### config.mk
export PLATFORM = sky130hd
export DESIGN_NAME = spc_stop_ctrl
export DESIGN_NICKNAME = d
export VERILOG_FILES = /design/src/rtl/spc_pkg.sv /design/src/rtl/spc_stop_ctrl.sv
export SDC_FILE = /design/constraint.sdc
export NUM_CORES = 1
export LEC_CHECK = 0
export BUFFER_PORTS_ARGS = -buffer_cell sky130_fd_sc_hd__buf_2
export CAP_MARGIN = 30
export CORE_MARGIN = 8
export CORE_UTILIZATION = 45
export CTS_CLUSTER_DIAMETER = 80
export DETAILED_ROUTE_END_ITERATION = 16
export GPL_ROUTABILITY_DRIVEN = 1
export PLACE_DENSITY = 0.77
export SLEW_MARGIN = 20
export SYNTH_ARGS = -nofsm -noshare
export SYNTH_HDL_FRONTEND = slang
export SYNTH_SLANG_ARGS = --single-unit
### constraint.sdc
create_clock -name clock -period 2.2 [get_ports clock]
set_clock_uncertainty 0.2 [all_clocks]
set_input_delay 0.22 -clock clock [delete_from_list [all_inputs] [get_ports clock]]
set_output_delay 0.22 -clock clock [all_outputs]
set_load 0.1 [all_outputs]
### src/rtl/spc_pkg.sv
// Constants and types shared by the stop-mode power controller.
// Assumes a single system clock and an active-low asynchronous reset.
package spc_pkg;

   // ----------------------------------------------------------------
   // Stop depth selection, as written by software
   // ----------------------------------------------------------------
   typedef enum logic [1:0] {
      SPC_DEPTH_NONE    = 2'h0,  // Treated as light stop
      SPC_DEPTH_DEEP    = 2'h1,
      SPC_DEPTH_PARTIAL = 2'h2,
      SPC_DEPTH_LIGHT   = 2'h3
   } spc_depth_e;

   // ----------------------------------------------------------------
   // Gated peripheral slots
   // ----------------------------------------------------------------
   localparam int unsigned SPC_NPER   = 6;
   localparam int unsigned SPC_P_TMR1 = 0;
   localparam int unsigned SPC_P_TMR2 = 1;
   localparam int unsigned SPC_P_SER1 = 2;
   localparam int unsigned SPC_P_SER2 = 3;
   localparam int unsigned SPC_P_SPI  = 4;
   localparam int unsigned SPC_P_TWB  = 5;

   // ----------------------------------------------------------------
   // Nonvolatile register area layout (16 locations)
   // ----------------------------------------------------------------
   localparam logic [3:0] SPC_NV_CFG_BASE = 4'h0;  // Three config values
   localparam logic [1:0] SPC_NV_CFG_N    = 2'h3;
   localparam logic [3:0] SPC_NV_KEY_BASE = 4'h8;  // Eight key bytes

   // ----------------------------------------------------------------
   // Timing and reset values
   // ----------------------------------------------------------------
   localparam logic [2:0] SPC_WAKE_RST_CYC = 3'h4; // Reset hold on wake
   localparam logic [7:0] SPC_CFG_RST      = 8'h00;

endpackage

### src/rtl/spc_stop_ctrl.sv
// Stop-mode power controller: entry and wake-up actions for three stop
// depths, plus the reset-time copy of nonvolatile configuration.
// Assumes the nonvolatile array answers combinationally in the cycle
// its address is presented, and that all inputs are clock-synchronous.
`timescale 1ns/1ns

module spc_stop_ctrl #(
   parameter int unsigned PIN_W       = 8,
   parameter logic [PIN_W-1:0] PIN_RST_OUT  = '0,
   parameter logic [PIN_W-1:0] PIN_RST_OE_N = '1
) (
   // Clock, reset, enable
   input  wire logic                    clock,
   input  wire logic                    nrst,
   input  wire logic                    clk_en,
   // Requests and configuration from the CPU
   input  wire logic                    stop_req,
   input  wire spc_pkg::spc_depth_e     stop_depth_sel,
   input  wire logic                    osc_keep_run,
   input  wire logic                    ref_keep_run,
   input  wire logic                    low_voltage_detect_stop_en,
   input  wire logic                    background_debug_mode_en,
   input  wire logic                    power_down_ack,
   // Wake sources
   input  wire logic                    wake_irq,
   input  wire logic                    kbi_event,
   // Pin values wanted by the port logic
   input  wire logic [PIN_W-1:0]        pin_out_in,
   input  wire logic [PIN_W-1:0]        pin_oe_n_in,
   // Nonvolatile area read port
   input  wire logic [7:0]              nv_rd_data,
   output logic      [3:0]              nv_rd_addr,
   output logic                         nv_rd_en,
   // Working copies of the nonvolatile configuration
   output logic      [7:0]              cfg_val0,
   output logic      [7:0]              cfg_val1,
   output logic      [7:0]              cfg_val2,
   // Pads
   output logic      [PIN_W-1:0]        pin_out,
   output logic      [PIN_W-1:0]        pin_oe_n,
   output logic                         pins_latched,
   // Clock generator
   output logic                         clock_generator_standby,
   output logic                         clock_generator_off,
   output logic                         osc_run,
   output logic                         ref_run,
   // Peripheral clocks and resets
   output logic [spc_pkg::SPC_NPER-1:0] periph_clk_en,
   output logic [spc_pkg::SPC_NPER-1:0] periph_rst_n,
   output logic                         adc_standby,
   output logic                         adc_rst_n,
   output logic                         kbi_enable,
   output logic                         kbi_rst_n,
   // Core, memories, regulator, status
   output logic                         core_reg_rst,
   output logic                         ram_retain,
   output logic                         flash_wr_lock,
   output logic                         vreg_standby,
   output logic                         stopped
);
   import spc_pkg::*;
   // Flow: LOAD copies configuration once after reset, RUN tracks the
   // pads, STOP holds the chosen depth, WAKE stretches the reset that
   // a deeper depth needs on the way out. A light wake skips WAKE.

   // ----------------------------------------------------------------
   // State
   // ----------------------------------------------------------------
   typedef enum logic [1:0] {
      SPC_LOAD,
      SPC_RUN,
      SPC_STOP,
      SPC_WAKE
   } spc_state_e;

   // Every piece of state lives in this one record, so a low clock
   // enable freezes it all at once with no stragglers.
   typedef struct packed {
      spc_state_e          state;
      spc_depth_e          depth;
      logic [1:0]          idx;
      logic [2:0]          cnt;
      logic [3:0]          nv_addr;
      logic                nv_rd;
      logic [2:0][7:0]     cfg;
      logic [PIN_W-1:0]    pin_out;
      logic [PIN_W-1:0]    pin_oe_n;
      logic                held;
      logic                cg_standby;
      logic                cg_off;
      logic                osc_run;
      logic                ref_run;
      logic [SPC_NPER-1:0] pclk;
      logic [SPC_NPER-1:0] prst_n;
      logic                adc_standby;
      logic                adc_rst_n;
      logic                kbi_en;
      logic                kbi_rst_n;
      logic                reg_rst;
      logic                ram_keep;
      logic                flash_lock;
      logic                vreg_lp;
      logic                stopped;
   } spc_state_s;

   spc_state_s r_reg;
   spc_state_s r_next;

   // ----------------------------------------------------------------
   // Decoding
   // ----------------------------------------------------------------
   // Unprogrammed depth falls back to the shallowest, safest depth
   function automatic logic spc_is_light(input spc_depth_e d);
      spc_is_light = (d == SPC_DEPTH_LIGHT) || (d == SPC_DEPTH_NONE);
   endfunction

   // ----------------------------------------------------------------
   // Next state
   // ----------------------------------------------------------------
   always_comb begin
      r_next       = r_reg;
      r_next.nv_rd = 1'b0;
      unique case (r_reg.state)
         // Copy configuration words, one per cycle
         SPC_LOAD: begin
            // First pass only sets the address; data follows a cycle on
            if (r_reg.idx != 2'h0) begin
               r_next.cfg[r_reg.idx - 2'h1] = nv_rd_data;
            end
            if (r_reg.idx == SPC_NV_CFG_N) begin
               r_next.state = SPC_RUN;
            end else begin
               r_next.nv_rd   = 1'b1;
               r_next.nv_addr = SPC_NV_CFG_BASE + {2'h0, r_reg.idx};
               r_next.idx     = r_reg.idx + 2'h1;
            end
         end
         SPC_RUN: begin
            // Latched pads stay frozen until software acknowledges
            if (r_reg.held && power_down_ack) begin
               r_next.held = 1'b0;
            end
            if (!r_reg.held || power_down_ack) begin
               r_next.pin_out  = pin_out_in;
               r_next.pin_oe_n = pin_oe_n_in;
            end
            // A request is taken only here; it is ignored while loading
            // or while already stopped.
            if (stop_req) begin
               r_next.state       = SPC_STOP;
               r_next.depth       = stop_depth_sel;
               r_next.stopped     = 1'b1;
               r_next.pclk        = '0;
               r_next.adc_standby = 1'b1;
               r_next.flash_lock  = 1'b1;
               r_next.vreg_lp     = !(low_voltage_detect_stop_en ||
                                      background_debug_mode_en);
               // Pads keep the value registered before the request; deep stop loads the reset values instead
               r_next.pin_out  = r_reg.pin_out;
               r_next.pin_oe_n = r_reg.pin_oe_n;
               if (spc_is_light(stop_depth_sel)) begin
                  r_next.cg_standby = 1'b1;
                  r_next.osc_run    = osc_keep_run;
                  r_next.ref_run    = ref_keep_run;
                  r_next.ram_keep   = 1'b1;
               end else begin
                  r_next.cg_off  = 1'b1;
                  r_next.osc_run = 1'b0;
                  r_next.ref_run = 1'b0;
                  r_next.kbi_en  = 1'b0;
                  if (stop_depth_sel == SPC_DEPTH_PARTIAL) begin
                     r_next.held     = 1'b1;
                     r_next.ram_keep = 1'b1;
                  end else begin
                     r_next.pin_out  = PIN_RST_OUT;
                     r_next.pin_oe_n = PIN_RST_OE_N;
                     r_next.held     = 1'b0;
                     r_next.ram_keep = 1'b0;
                  end
               end
            end
         end
         SPC_STOP: begin
            if (spc_is_light(r_reg.depth)) begin
               // Registers untouched, so resume where we left off
               if (wake_irq || (r_reg.kbi_en && kbi_event)) begin
                  r_next.state       = SPC_RUN;
                  r_next.stopped     = 1'b0;
                  r_next.pclk        = '1;
                  r_next.adc_standby = 1'b0;
                  r_next.cg_standby  = 1'b0;
                  r_next.osc_run     = 1'b1;
                  r_next.ref_run     = 1'b1;
                  r_next.vreg_lp     = 1'b0;
                  r_next.flash_lock  = 1'b0;
               end
            end else if (wake_irq) begin
               // Keyboard events cannot end this depth: module is off
               // Deeper wake: core, peripherals, ADC and keyboard restart from reset
               r_next.state       = SPC_WAKE;
               r_next.cnt         = 3'h0;
               r_next.reg_rst     = 1'b1;
               r_next.prst_n      = '0;
               r_next.adc_rst_n   = 1'b0;
               r_next.kbi_rst_n   = 1'b0;
               r_next.pclk        = '1;
               r_next.adc_standby = 1'b0;
               r_next.cg_off      = 1'b0;
               r_next.osc_run     = 1'b1;
               r_next.ref_run     = 1'b1;
               r_next.vreg_lp     = 1'b0;
            end
         end
         SPC_WAKE: begin
            // Peripherals see reset for the whole counted span
            r_next.cnt = r_reg.cnt + 3'h1;
            if (r_reg.cnt == SPC_WAKE_RST_CYC - 3'h1) begin
               r_next.state      = SPC_RUN;
               r_next.stopped    = 1'b0;
               r_next.reg_rst    = 1'b0;
               r_next.prst_n     = '1;
               r_next.adc_rst_n  = 1'b1;
               r_next.kbi_rst_n  = 1'b1;
               r_next.kbi_en     = 1'b1;
               r_next.ram_keep   = 1'b1;
               r_next.flash_lock = 1'b0;
            end
         end
      endcase
   end

   // ----------------------------------------------------------------
   // State register; reset loads constants only
   // ----------------------------------------------------------------
   always_ff @(posedge clock or negedge nrst) begin
      if (!nrst) begin
         r_reg           <= '0;
         r_reg.state     <= SPC_LOAD;
         r_reg.depth     <= SPC_DEPTH_NONE;
         r_reg.cfg       <= {3{SPC_CFG_RST}};
         r_reg.pin_out   <= PIN_RST_OUT;
         r_reg.pin_oe_n  <= PIN_RST_OE_N;
         r_reg.osc_run   <= 1'b1;
         r_reg.ref_run   <= 1'b1;
         r_reg.pclk      <= '1;
         r_reg.prst_n    <= '1;
         r_reg.adc_rst_n <= 1'b1;
         r_reg.kbi_en    <= 1'b1;
         r_reg.kbi_rst_n <= 1'b1;
         r_reg.ram_keep  <= 1'b1;
      end else if (clk_en) begin
         r_reg <= r_next;
      end
   end

   // ----------------------------------------------------------------
   // Outputs, all straight from the state register
   // ----------------------------------------------------------------
   // No logic between flops and pins, so pads never glitch on a
   // decode change.
   assign nv_rd_addr              = r_reg.nv_addr;
   assign nv_rd_en                = r_reg.nv_rd;
   assign cfg_val0                = r_reg.cfg[0];
   assign cfg_val1                = r_reg.cfg[1];
   assign cfg_val2                = r_reg.cfg[2];
   assign pin_out                 = r_reg.pin_out;
   assign pin_oe_n                = r_reg.pin_oe_n;
   assign pins_latched            = r_reg.held;
   assign clock_generator_standby = r_reg.cg_standby;
   assign clock_generator_off     = r_reg.cg_off;
   assign osc_run                 = r_reg.osc_run;
   assign ref_run                 = r_reg.ref_run;
   assign periph_clk_en           = r_reg.pclk;
   assign periph_rst_n            = r_reg.prst_n;
   assign adc_standby             = r_reg.adc_standby;
   assign adc_rst_n               = r_reg.adc_rst_n;
   assign kbi_enable              = r_reg.kbi_en;
   assign kbi_rst_n               = r_reg.kbi_rst_n;
   assign core_reg_rst            = r_reg.reg_rst;
   assign ram_retain              = r_reg.ram_keep;
   assign flash_wr_lock           = r_reg.flash_lock;
   assign vreg_standby            = r_reg.vreg_lp;
   assign stopped                 = r_reg.stopped;

endmodule // spc_stop_ctrl
==> PnR_summary.wiki, run 1 <==
{| class="wikitable"
! Metric !! Value
|-
| Final global-route overflow total || 0
|-
| Number of synthesized flops with an enable pin || 0
|-
| Worst-skew pair later-pin latency || 0.33 ns
|-
| Number of antenna violations at the first check in global routing || 0
|-
| First-pass GRT wire length || around 12000 um
|-
| Number of levels in the clock H-tree || 3
|-
| Portion of the clock cycle consumed by the worst path in the final layout || 0.921
|-
| FF-to-FF Start || r_reg[78]$_DFFE_PN0P_
|-
| Avg Cell Area, Syn || ~11 um^2
|-
| Count of endpoints failing hold in the final timing report || 0
|-
| DRC || 0
|-
| Area of the mapped netlist || 3420 um^2
|-
| Total via count after detailed routing || 2457
|-
| Final ANT Viol Nets || 0
|-
| Die boundary height || 103 um
|-
| Count of unique library cells instantiated by Yosys || between 40 and 50
|-
| Share of post-route cells with drive strength above 1 || 0.433
|-
| P&R area growth vs syn || 21.6%
|-
| Cells after synthesis || roughly 320
|-
| Number of buffers inserted to repair setup after CTS || 0
|-
| Overall track demand over capacity in global routing || 0.152
|-
| Vias in the first global route || between 2000 and 3000
|-
| Routed wire length per instance || between 15 and 20 um
|-
| Standard-cell rows || 32
|-
| First-iteration detailed-routing DRC count || 59
|-
| Yosys warns || 0
|-
| Max-slew violation count || 0
|-
| Fillers || 684
|-
| Worst slew margin relative to its limit || 0.657
|-
| Total detailed-routing wirelength || 7830 um
|-
| Max FO, Critical Path || 32
|-
| Tmin final || roughly 2.0 ns
|-
| Startpoint of the most critical setup path || stop_depth_sel[0]
|-
| Placer congestion estimate || between 0.8 and 0.9
|-
| Worst setup EP type || flip-flop
|-
| Critical hold path startpoint || osc_keep_run
|-
| Clock Root Buffer || sky130_fd_sc_hd__clkbuf_8
|-
| Hold/Removal Path Class || in -> reg
|-
| Die width || 103 um
|-
| Kind of start point of the critical path || input pin
|-
| Post-synthesis register bit count || between 60 and 70
|-
| Pin count of the biggest net entering global routing || 66
|-
| HPWL after detailed placement || between 5000 and 6000 um
|-
| Length of the first detailed-routing pass in iterations || 4
|-
| CTS Sinks || 65
|-
| Port bufs || roughly 110
|-
| Min Hold Slack || ~0.015 ns
|-
| Most common flop cell mapped by yosys || sky130_fd_sc_hd__dfrtp_1
|-
| Required @ worst endpoint || 2.25 ns
|-
| Core area || 7570 um^2
|-
| Slew at the pin closest to its max-slew limit || just over 0.5 ns
|-
| Maximum buffer depth of the clock tree || 2
|-
| Post-Route Setup TNS || 0 ns
|-
| Data arrival, critical path || 2.07 ns
|-
| Top-Level Pins || around 110
|-
| Final number of setup-violating endpoints || 0
|-
| Status || finished, final reports clean
|-
| Effective utilization at floorplan || 0.452
|-
| Per-cell via count in the routed design || ~4.8
|-
| Clock slew at reported path FFs || roughly 0.080 ns
|-
| Crit Path Category || in -> reg
|-
| Area occupied by registers || ~1600 um^2
|-
| Number of nets in the layout || 451
|-
| CTS Buf Count || 9
|-
| CTS tree || built
|-
| Maximum clock frequency || 0.494 GHz
|-
| Area of the die || 10700 um^2
|-
| Number of max-capacitance violations reported || 0
|-
| Setup repair after global routing missed its margin || no
|-
| Final antenna diode count || 0
|-
| Post-synthesis sequential area ratio || 0.480
|-
| Share of async-settable or async-resettable flops after synthesis || 1.00
|-
| Area used by multi-input combinational logic || between 1000 and 1500 um^2
|}
-- placed cells by master (no fill, tap or decap), types with 3 or more instances in the layout --
cell type / n
sky130_fd_sc_hd__a21oi_1: 4
sky130_fd_sc_hd__buf_2: 105
sky130_fd_sc_hd__buf_4: 4
sky130_fd_sc_hd__bufinv_16: 4
sky130_fd_sc_hd__clkbuf_8: 9
sky130_fd_sc_hd__dfrtp_1: 51
sky130_fd_sc_hd__dfstp_2: 14
sky130_fd_sc_hd__dlygate4sd3_1: 26
sky130_fd_sc_hd__ha_1: 11
sky130_fd_sc_hd__inv_1: 15
sky130_fd_sc_hd__mux2_2: 25
sky130_fd_sc_hd__nand2_1: 30
sky130_fd_sc_hd__nand2b_1: 10
sky130_fd_sc_hd__nand4_1: 5
sky130_fd_sc_hd__nor2_1: 3
sky130_fd_sc_hd__o21ai_0: 46
sky130_fd_sc_hd__o31ai_1: 3
-- critical path, cell delays in order --
cell and delay, ns:
sky130_fd_sc_hd__dlygate4sd3_1 0.53, sky130_fd_sc_hd__buf_2 0.13, sky130_fd_sc_hd__inv_1 0.07, sky130_fd_sc_hd__ha_2 0.33
sky130_fd_sc_hd__o21ai_0 0.20, sky130_fd_sc_hd__nand4_1 0.12, sky130_fd_sc_hd__buf_4 0.24, sky130_fd_sc_hd__o21ai_0 0.22
-- final timing paths --
| check | endpoint | slack (ns) | cells past startpoint |
|---|---|---|---|
| max | pin_oe_n[5]$_DFFE_PN1P_ | 0.17 | 8 |
| min | osc_run$_DFFE_PN1P_ | 0.01 | 3 |
| max reg2reg | periph_clk_en[4]$_DFFE_PN1P_ | 0.19 | 6 |
| min reg2reg | pin_oe_n[3]$_DFFE_PN1P_ | 0.26 | 2 |
| max in group asynchronous | periph_rst_n[4]$_DFFE_PN1P_ | 1.24 | 3 |
| min in group asynchronous | async pin | 0.22 | 3 |
-- area by class of cell --
cell class | count | share of cell area
tap | 102 | 0.0306
inverter | 15 | 0.0135
clock buffer | 9 | 0.0297
timing repair buffer | 136 | 0.201
clock inverter | 7 | 0.0343
multi-input combinational | 174 | 0.296
sequential | 65 | 0.395
-- metrics by stage --
step                setup WS (ns)  instance area, um^2   util  cells
floorplan                  0.0682                 3430      -    323
global placement            0.259                 3630  0.480    466
detailed placement          0.163                 3630  0.480    466
CTS                        0.0986                 4160  0.550    508
global route               0.0607                 4160  0.550    508
finish                      0.174                 4160  0.550    508
-- Yosys cell counts (3+ instances only) --
cell	instances	share of area
sky130_fd_sc_hd__nand4_1	5	0.0091
sky130_fd_sc_hd__clkbuf_1	6	0.0066
sky130_fd_sc_hd__nand2b_1	10	0.018
sky130_fd_sc_hd__dfrtp_1	51	0.37
sky130_fd_sc_hd__o31ai_1	3	0.0066
sky130_fd_sc_hd__mux2_2	25	0.082
sky130_fd_sc_hd__inv_1	15	0.016
sky130_fd_sc_hd__nor2_1	3	0.0033
sky130_fd_sc_hd__o21ai_0	47	0.069
sky130_fd_sc_hd__nand2_1	30	0.033
sky130_fd_sc_hd__ha_1	13	0.048
sky130_fd_sc_hd__a21oi_1	4	0.0058
sky130_fd_sc_hd__buf_4	58	0.13
sky130_fd_sc_hd__dfstp_2	14	0.11
-- cell families (layout without fill, tap and decap cells) --
family | Yosys count | in the layout | synth area share
buffers and inverters | 84 | 167 | 0.162
AO/OA/AOI/OAI | 70 | 70 | 0.123
flip-flops | 65 | 65 | 0.480
AND/OR/NAND/NOR | 58 | 58 | 0.0837
multiplexers | 28 | 28 | 0.0925
adder cells (fa/ha/maj) | 13 | 13 | 0.0475
XOR/XNOR | 3 | 3 | 0.00987
other | 1 | 2 | 0.00110
-- what timing repair did --
action	4_1_cts	5_1_grt
gates resized for setup	0	3
hold endpoints to repair	105	0
hold buffers	26	0
endpoints found under the setup margin	0	4
-- metal layers --
layer,share of wire,up-vias,GRT usage
met5,0,-,0
met2,0.51,71,0.264
met3,0.059,12,0.0368
met4,0.018,0,0.0690
li1,-,1191,-
met1,0.41,1183,0.172
Power of run 1 is left out: the tool's default activity adds up to more than one toggle a clock period on the data nets, which glitch-free logic cannot reach.
==> run 2, diff against run 1 <==
--- a/config.mk
+++ b/config.mk
@@ -12,7 +12,7 @@
 export CTS_CLUSTER_DIAMETER = 80
 export DETAILED_ROUTE_END_ITERATION = 16
 export GPL_ROUTABILITY_DRIVEN = 1
-export PLACE_DENSITY = 0.77
+export PLACE_DENSITY = 0.69
 export SLEW_MARGIN = 20
 export SYNTH_ARGS = -nofsm -noshare
 export SYNTH_HDL_FRONTEND = slang
==> run 2 against run 1 <==
- worst hold slack worse by 0.0050 ns
- first-iteration DRC count is 3.4% lower
- core utilization is 0.68 points lower
- design area is 1.2% lower
- register-to-register slack better by 0.04 ns
- worst setup slack better by 0.035 ns
- critical path depth stayed put
- critical path type unchanged
==> PnR_summary.wiki, run 2 (synthesized netlist as in run 1, its figures left out) <==
{| class="wikitable"
! Metric !! Value
|-
| Worst-skew pair later-pin latency || about 0.34 ns
|-
| Required @ worst endpoint || around 2.3 ns
|-
| Kind of start point of the critical path || input pin
|-
| Number of max-capacitance violations reported || 0
|-
| Maximum buffer depth of the clock tree || 2
|-
| Maximum clock frequency || roughly 0.5 GHz
|-
| CTS tree || built
|-
| CTS Sinks || between 60 and 70
|-
| Data arrival, critical path || roughly 2.0 ns
|-
| Portion of the clock cycle consumed by the worst path in the final layout || 0.905
|-
| Overall track demand over capacity in global routing || 0.150
|-
| Length of the first detailed-routing pass in iterations || 4
|-
| Share of post-route cells with drive strength above 1 || 0.429
|-
| Commonest non-fill, non-tap cells in the layout || sky130_fd_sc_hd__buf_2, sky130_fd_sc_hd__dfrtp_1, sky130_fd_sc_hd__o21ai_0
|-
| Cell with the largest stage delay on the worst path || sky130_fd_sc_hd__dlygate4sd3_1
|-
| Pin count of the biggest net entering global routing || 42
|-
| Tmin final || roughly 2.0 ns
|-
| Total detailed-routing wirelength || 7730 um
|-
| Final global-route overflow total || 0
|-
| Leading cell type in the layout, fill and taps excluded || sky130_fd_sc_hd__buf_2
|-
| Clock slew at reported path FFs || approximately 0.07 ns
|-
| Status || finished, final reports clean
|-
| Startpoint of the most critical setup path || stop_depth_sel[0]
|-
| Buffers plus inverters on the worst setup path || 4
|-
| First-iteration detailed-routing DRC count || 57
|-
| Worst-case reg-to-reg path depth || 6
|-
| DRC || 0
|-
| P&R area growth vs syn || 20.1%
|-
| Routed wire length per instance || ~15 um
|-
| Critical hold path startpoint || pin_oe_n_in[1]
|-
| Highest cell delay on the worst timing path || 0.53 ns
|-
| Area of the die || between 10000 and 15000 um^2
|-
| Die width || 103 um
|-
| Total via count after detailed routing || 2478
|-
| CTS Buf Count || 9
|-
| Setup repair after global routing missed its margin || no
|-
| Placer congestion estimate || between 0.8 and 0.9
|-
| Max-slew violation count || 0
|-
| Clock Root Buffer || sky130_fd_sc_hd__clkbuf_8
|-
| Crit Path Category || in -> reg
|-
| Worst slew margin relative to its limit || 0.614
|-
| Final number of setup-violating endpoints || 0
|-
| Worst setup EP type || flip-flop
|-
| Slew at the pin closest to its max-slew limit || slightly below 0.6 ns
|-
| Destination of the worst hold path || pin_oe_n[1]$_DFFE_PN1P_
|-
| Number of nets in the layout || ~460
|-
| First-pass GRT wire length || around 12000 um
|-
| Cell type group with the largest total delay on the critical path || buffers and inverters
|-
| Number of levels in the clock H-tree || 3
|-
| Cell with the most instances on the worst path || sky130_fd_sc_hd__o21ai_0
|-
| Standard-cell rows || 32
|-
| Number of antenna violations at the first check in global routing || 0
|-
| Post-Route Setup TNS || 0 ns
|-
| Die boundary height || 103 um
|-
| Top-Level Pins || 108
|-
| Per-cell via count in the routed design || around 4.8
|-
| Flop2flop setup slack || between 0.2 and 0.25 ns
|-
| Effective utilization at floorplan || 0.452
|-
| Worst path cell trace || dlygate4sd3_1 -> buf_2 -> inv_1 -> ha_2 -> o21ai_0 -> nand4_1 -> buf_4 -> o21ai_0
|-
| Endpoint of the lowest-slack register-to-register path || r_reg[79]$_DFFE_PN0P_
|-
| Final antenna diode count || 0
|-
| Core area || roughly 7600 um^2
|-
| Final ANT Viol Nets || 0
|-
| HPWL after detailed placement || approximately 5500 um
|-
| Number of instances on the worst hold path || 3
|-
| FF-to-FF Start || r_reg[79]$_DFFE_PN0P_
|-
| Port bufs || 105
|-
| Count of endpoints failing hold in the final timing report || 0
|-
| Hold/Removal Path Class || in -> reg
|-
| Vias in the first global route || roughly 2600
|-
| Max FO, Critical Path || 32
|}
[run 2: through the flow]
step                hold WS [ns]  setup slack [ns]  std cells  cell area [um^2]   util
finish                   0.00992             0.209        512              4110  0.543
global placement          0.0515             0.314        467              3640  0.481
detailed placement        0.0492             0.227        467              3640  0.481
global route              0.0391           0.00518        512              4110  0.543
CTS                      0.00418             0.148        512              4110  0.543
floorplan                 -0.276            0.0682        323              3430      -
[run 2: worst max-delay path by stage]
stage,endpoint,slack (ns),depth (start not counted)
final,pin_oe_n[1]$_DFFE_PN1P_,0.21,8
after CTS,pin_oe_n[1]$_DFFE_PN1P_,0.15,8
after global placement,periph_clk_en[4]$_DFFE_PN1P_,0.31,6
after floorplan,pin_out[1]$_DFFE_PN0P_,0.07,4
after detailed placement,r_reg[79]$_DFFE_PN0P_,0.23,6
after global routing,r_reg[79]$_DFFE_PN0P_,0.005,6
[run 2: final cells by class]
cell class / instances / area [um^2]
multi-input cells: 174 / 1230
clock inverters: 6 / 42.5
flip-flops and latches: 65 / 1640
well taps: 102 / 128
inverters: 15 / 56.3
repair buffers: 140 / 873
fillers: 649 / 3450
clock buffers: 10 / 138
[run 2: worst register-to-register path: cells and delay by family (launching register included)]
family | cells | cell delay (ns)
AO/OA/AOI/OAI | 1 | 0.17
adder cells (fa/ha/maj) | 1 | 0.29
buffers and inverters | 1 | 0.11
flip-flops | 1 | 0.38
multiplexers | 1 | 0.25
AND/OR/NAND/NOR | 2 | 0.50
[run 2: repair_timing]
action | 4_1_cts | 5_1_grt
setup endpoints to repair | 0 | 2
gates resized for setup | 0 | 1
hold endpoints to repair | 59 | 0
buffers inserted | 0 | 0
hold buffers | 29 | 0
[run 2: per-layer routing]
| layer | vias to the layer above | share of wire | track usage |
|---|---|---|---|
| li1 | 1198 | - | - |
| met1 | 1195 | 0.41 | 0.172 |
| met2 | 74 | 0.51 | 0.256 |
| met3 | 11 | 0.062 | 0.0422 |
| met4 | 0 | 0.015 | 0.0634 |
| met5 | - | 0 | 0 |
Power of run 2 is left out for the same reason.
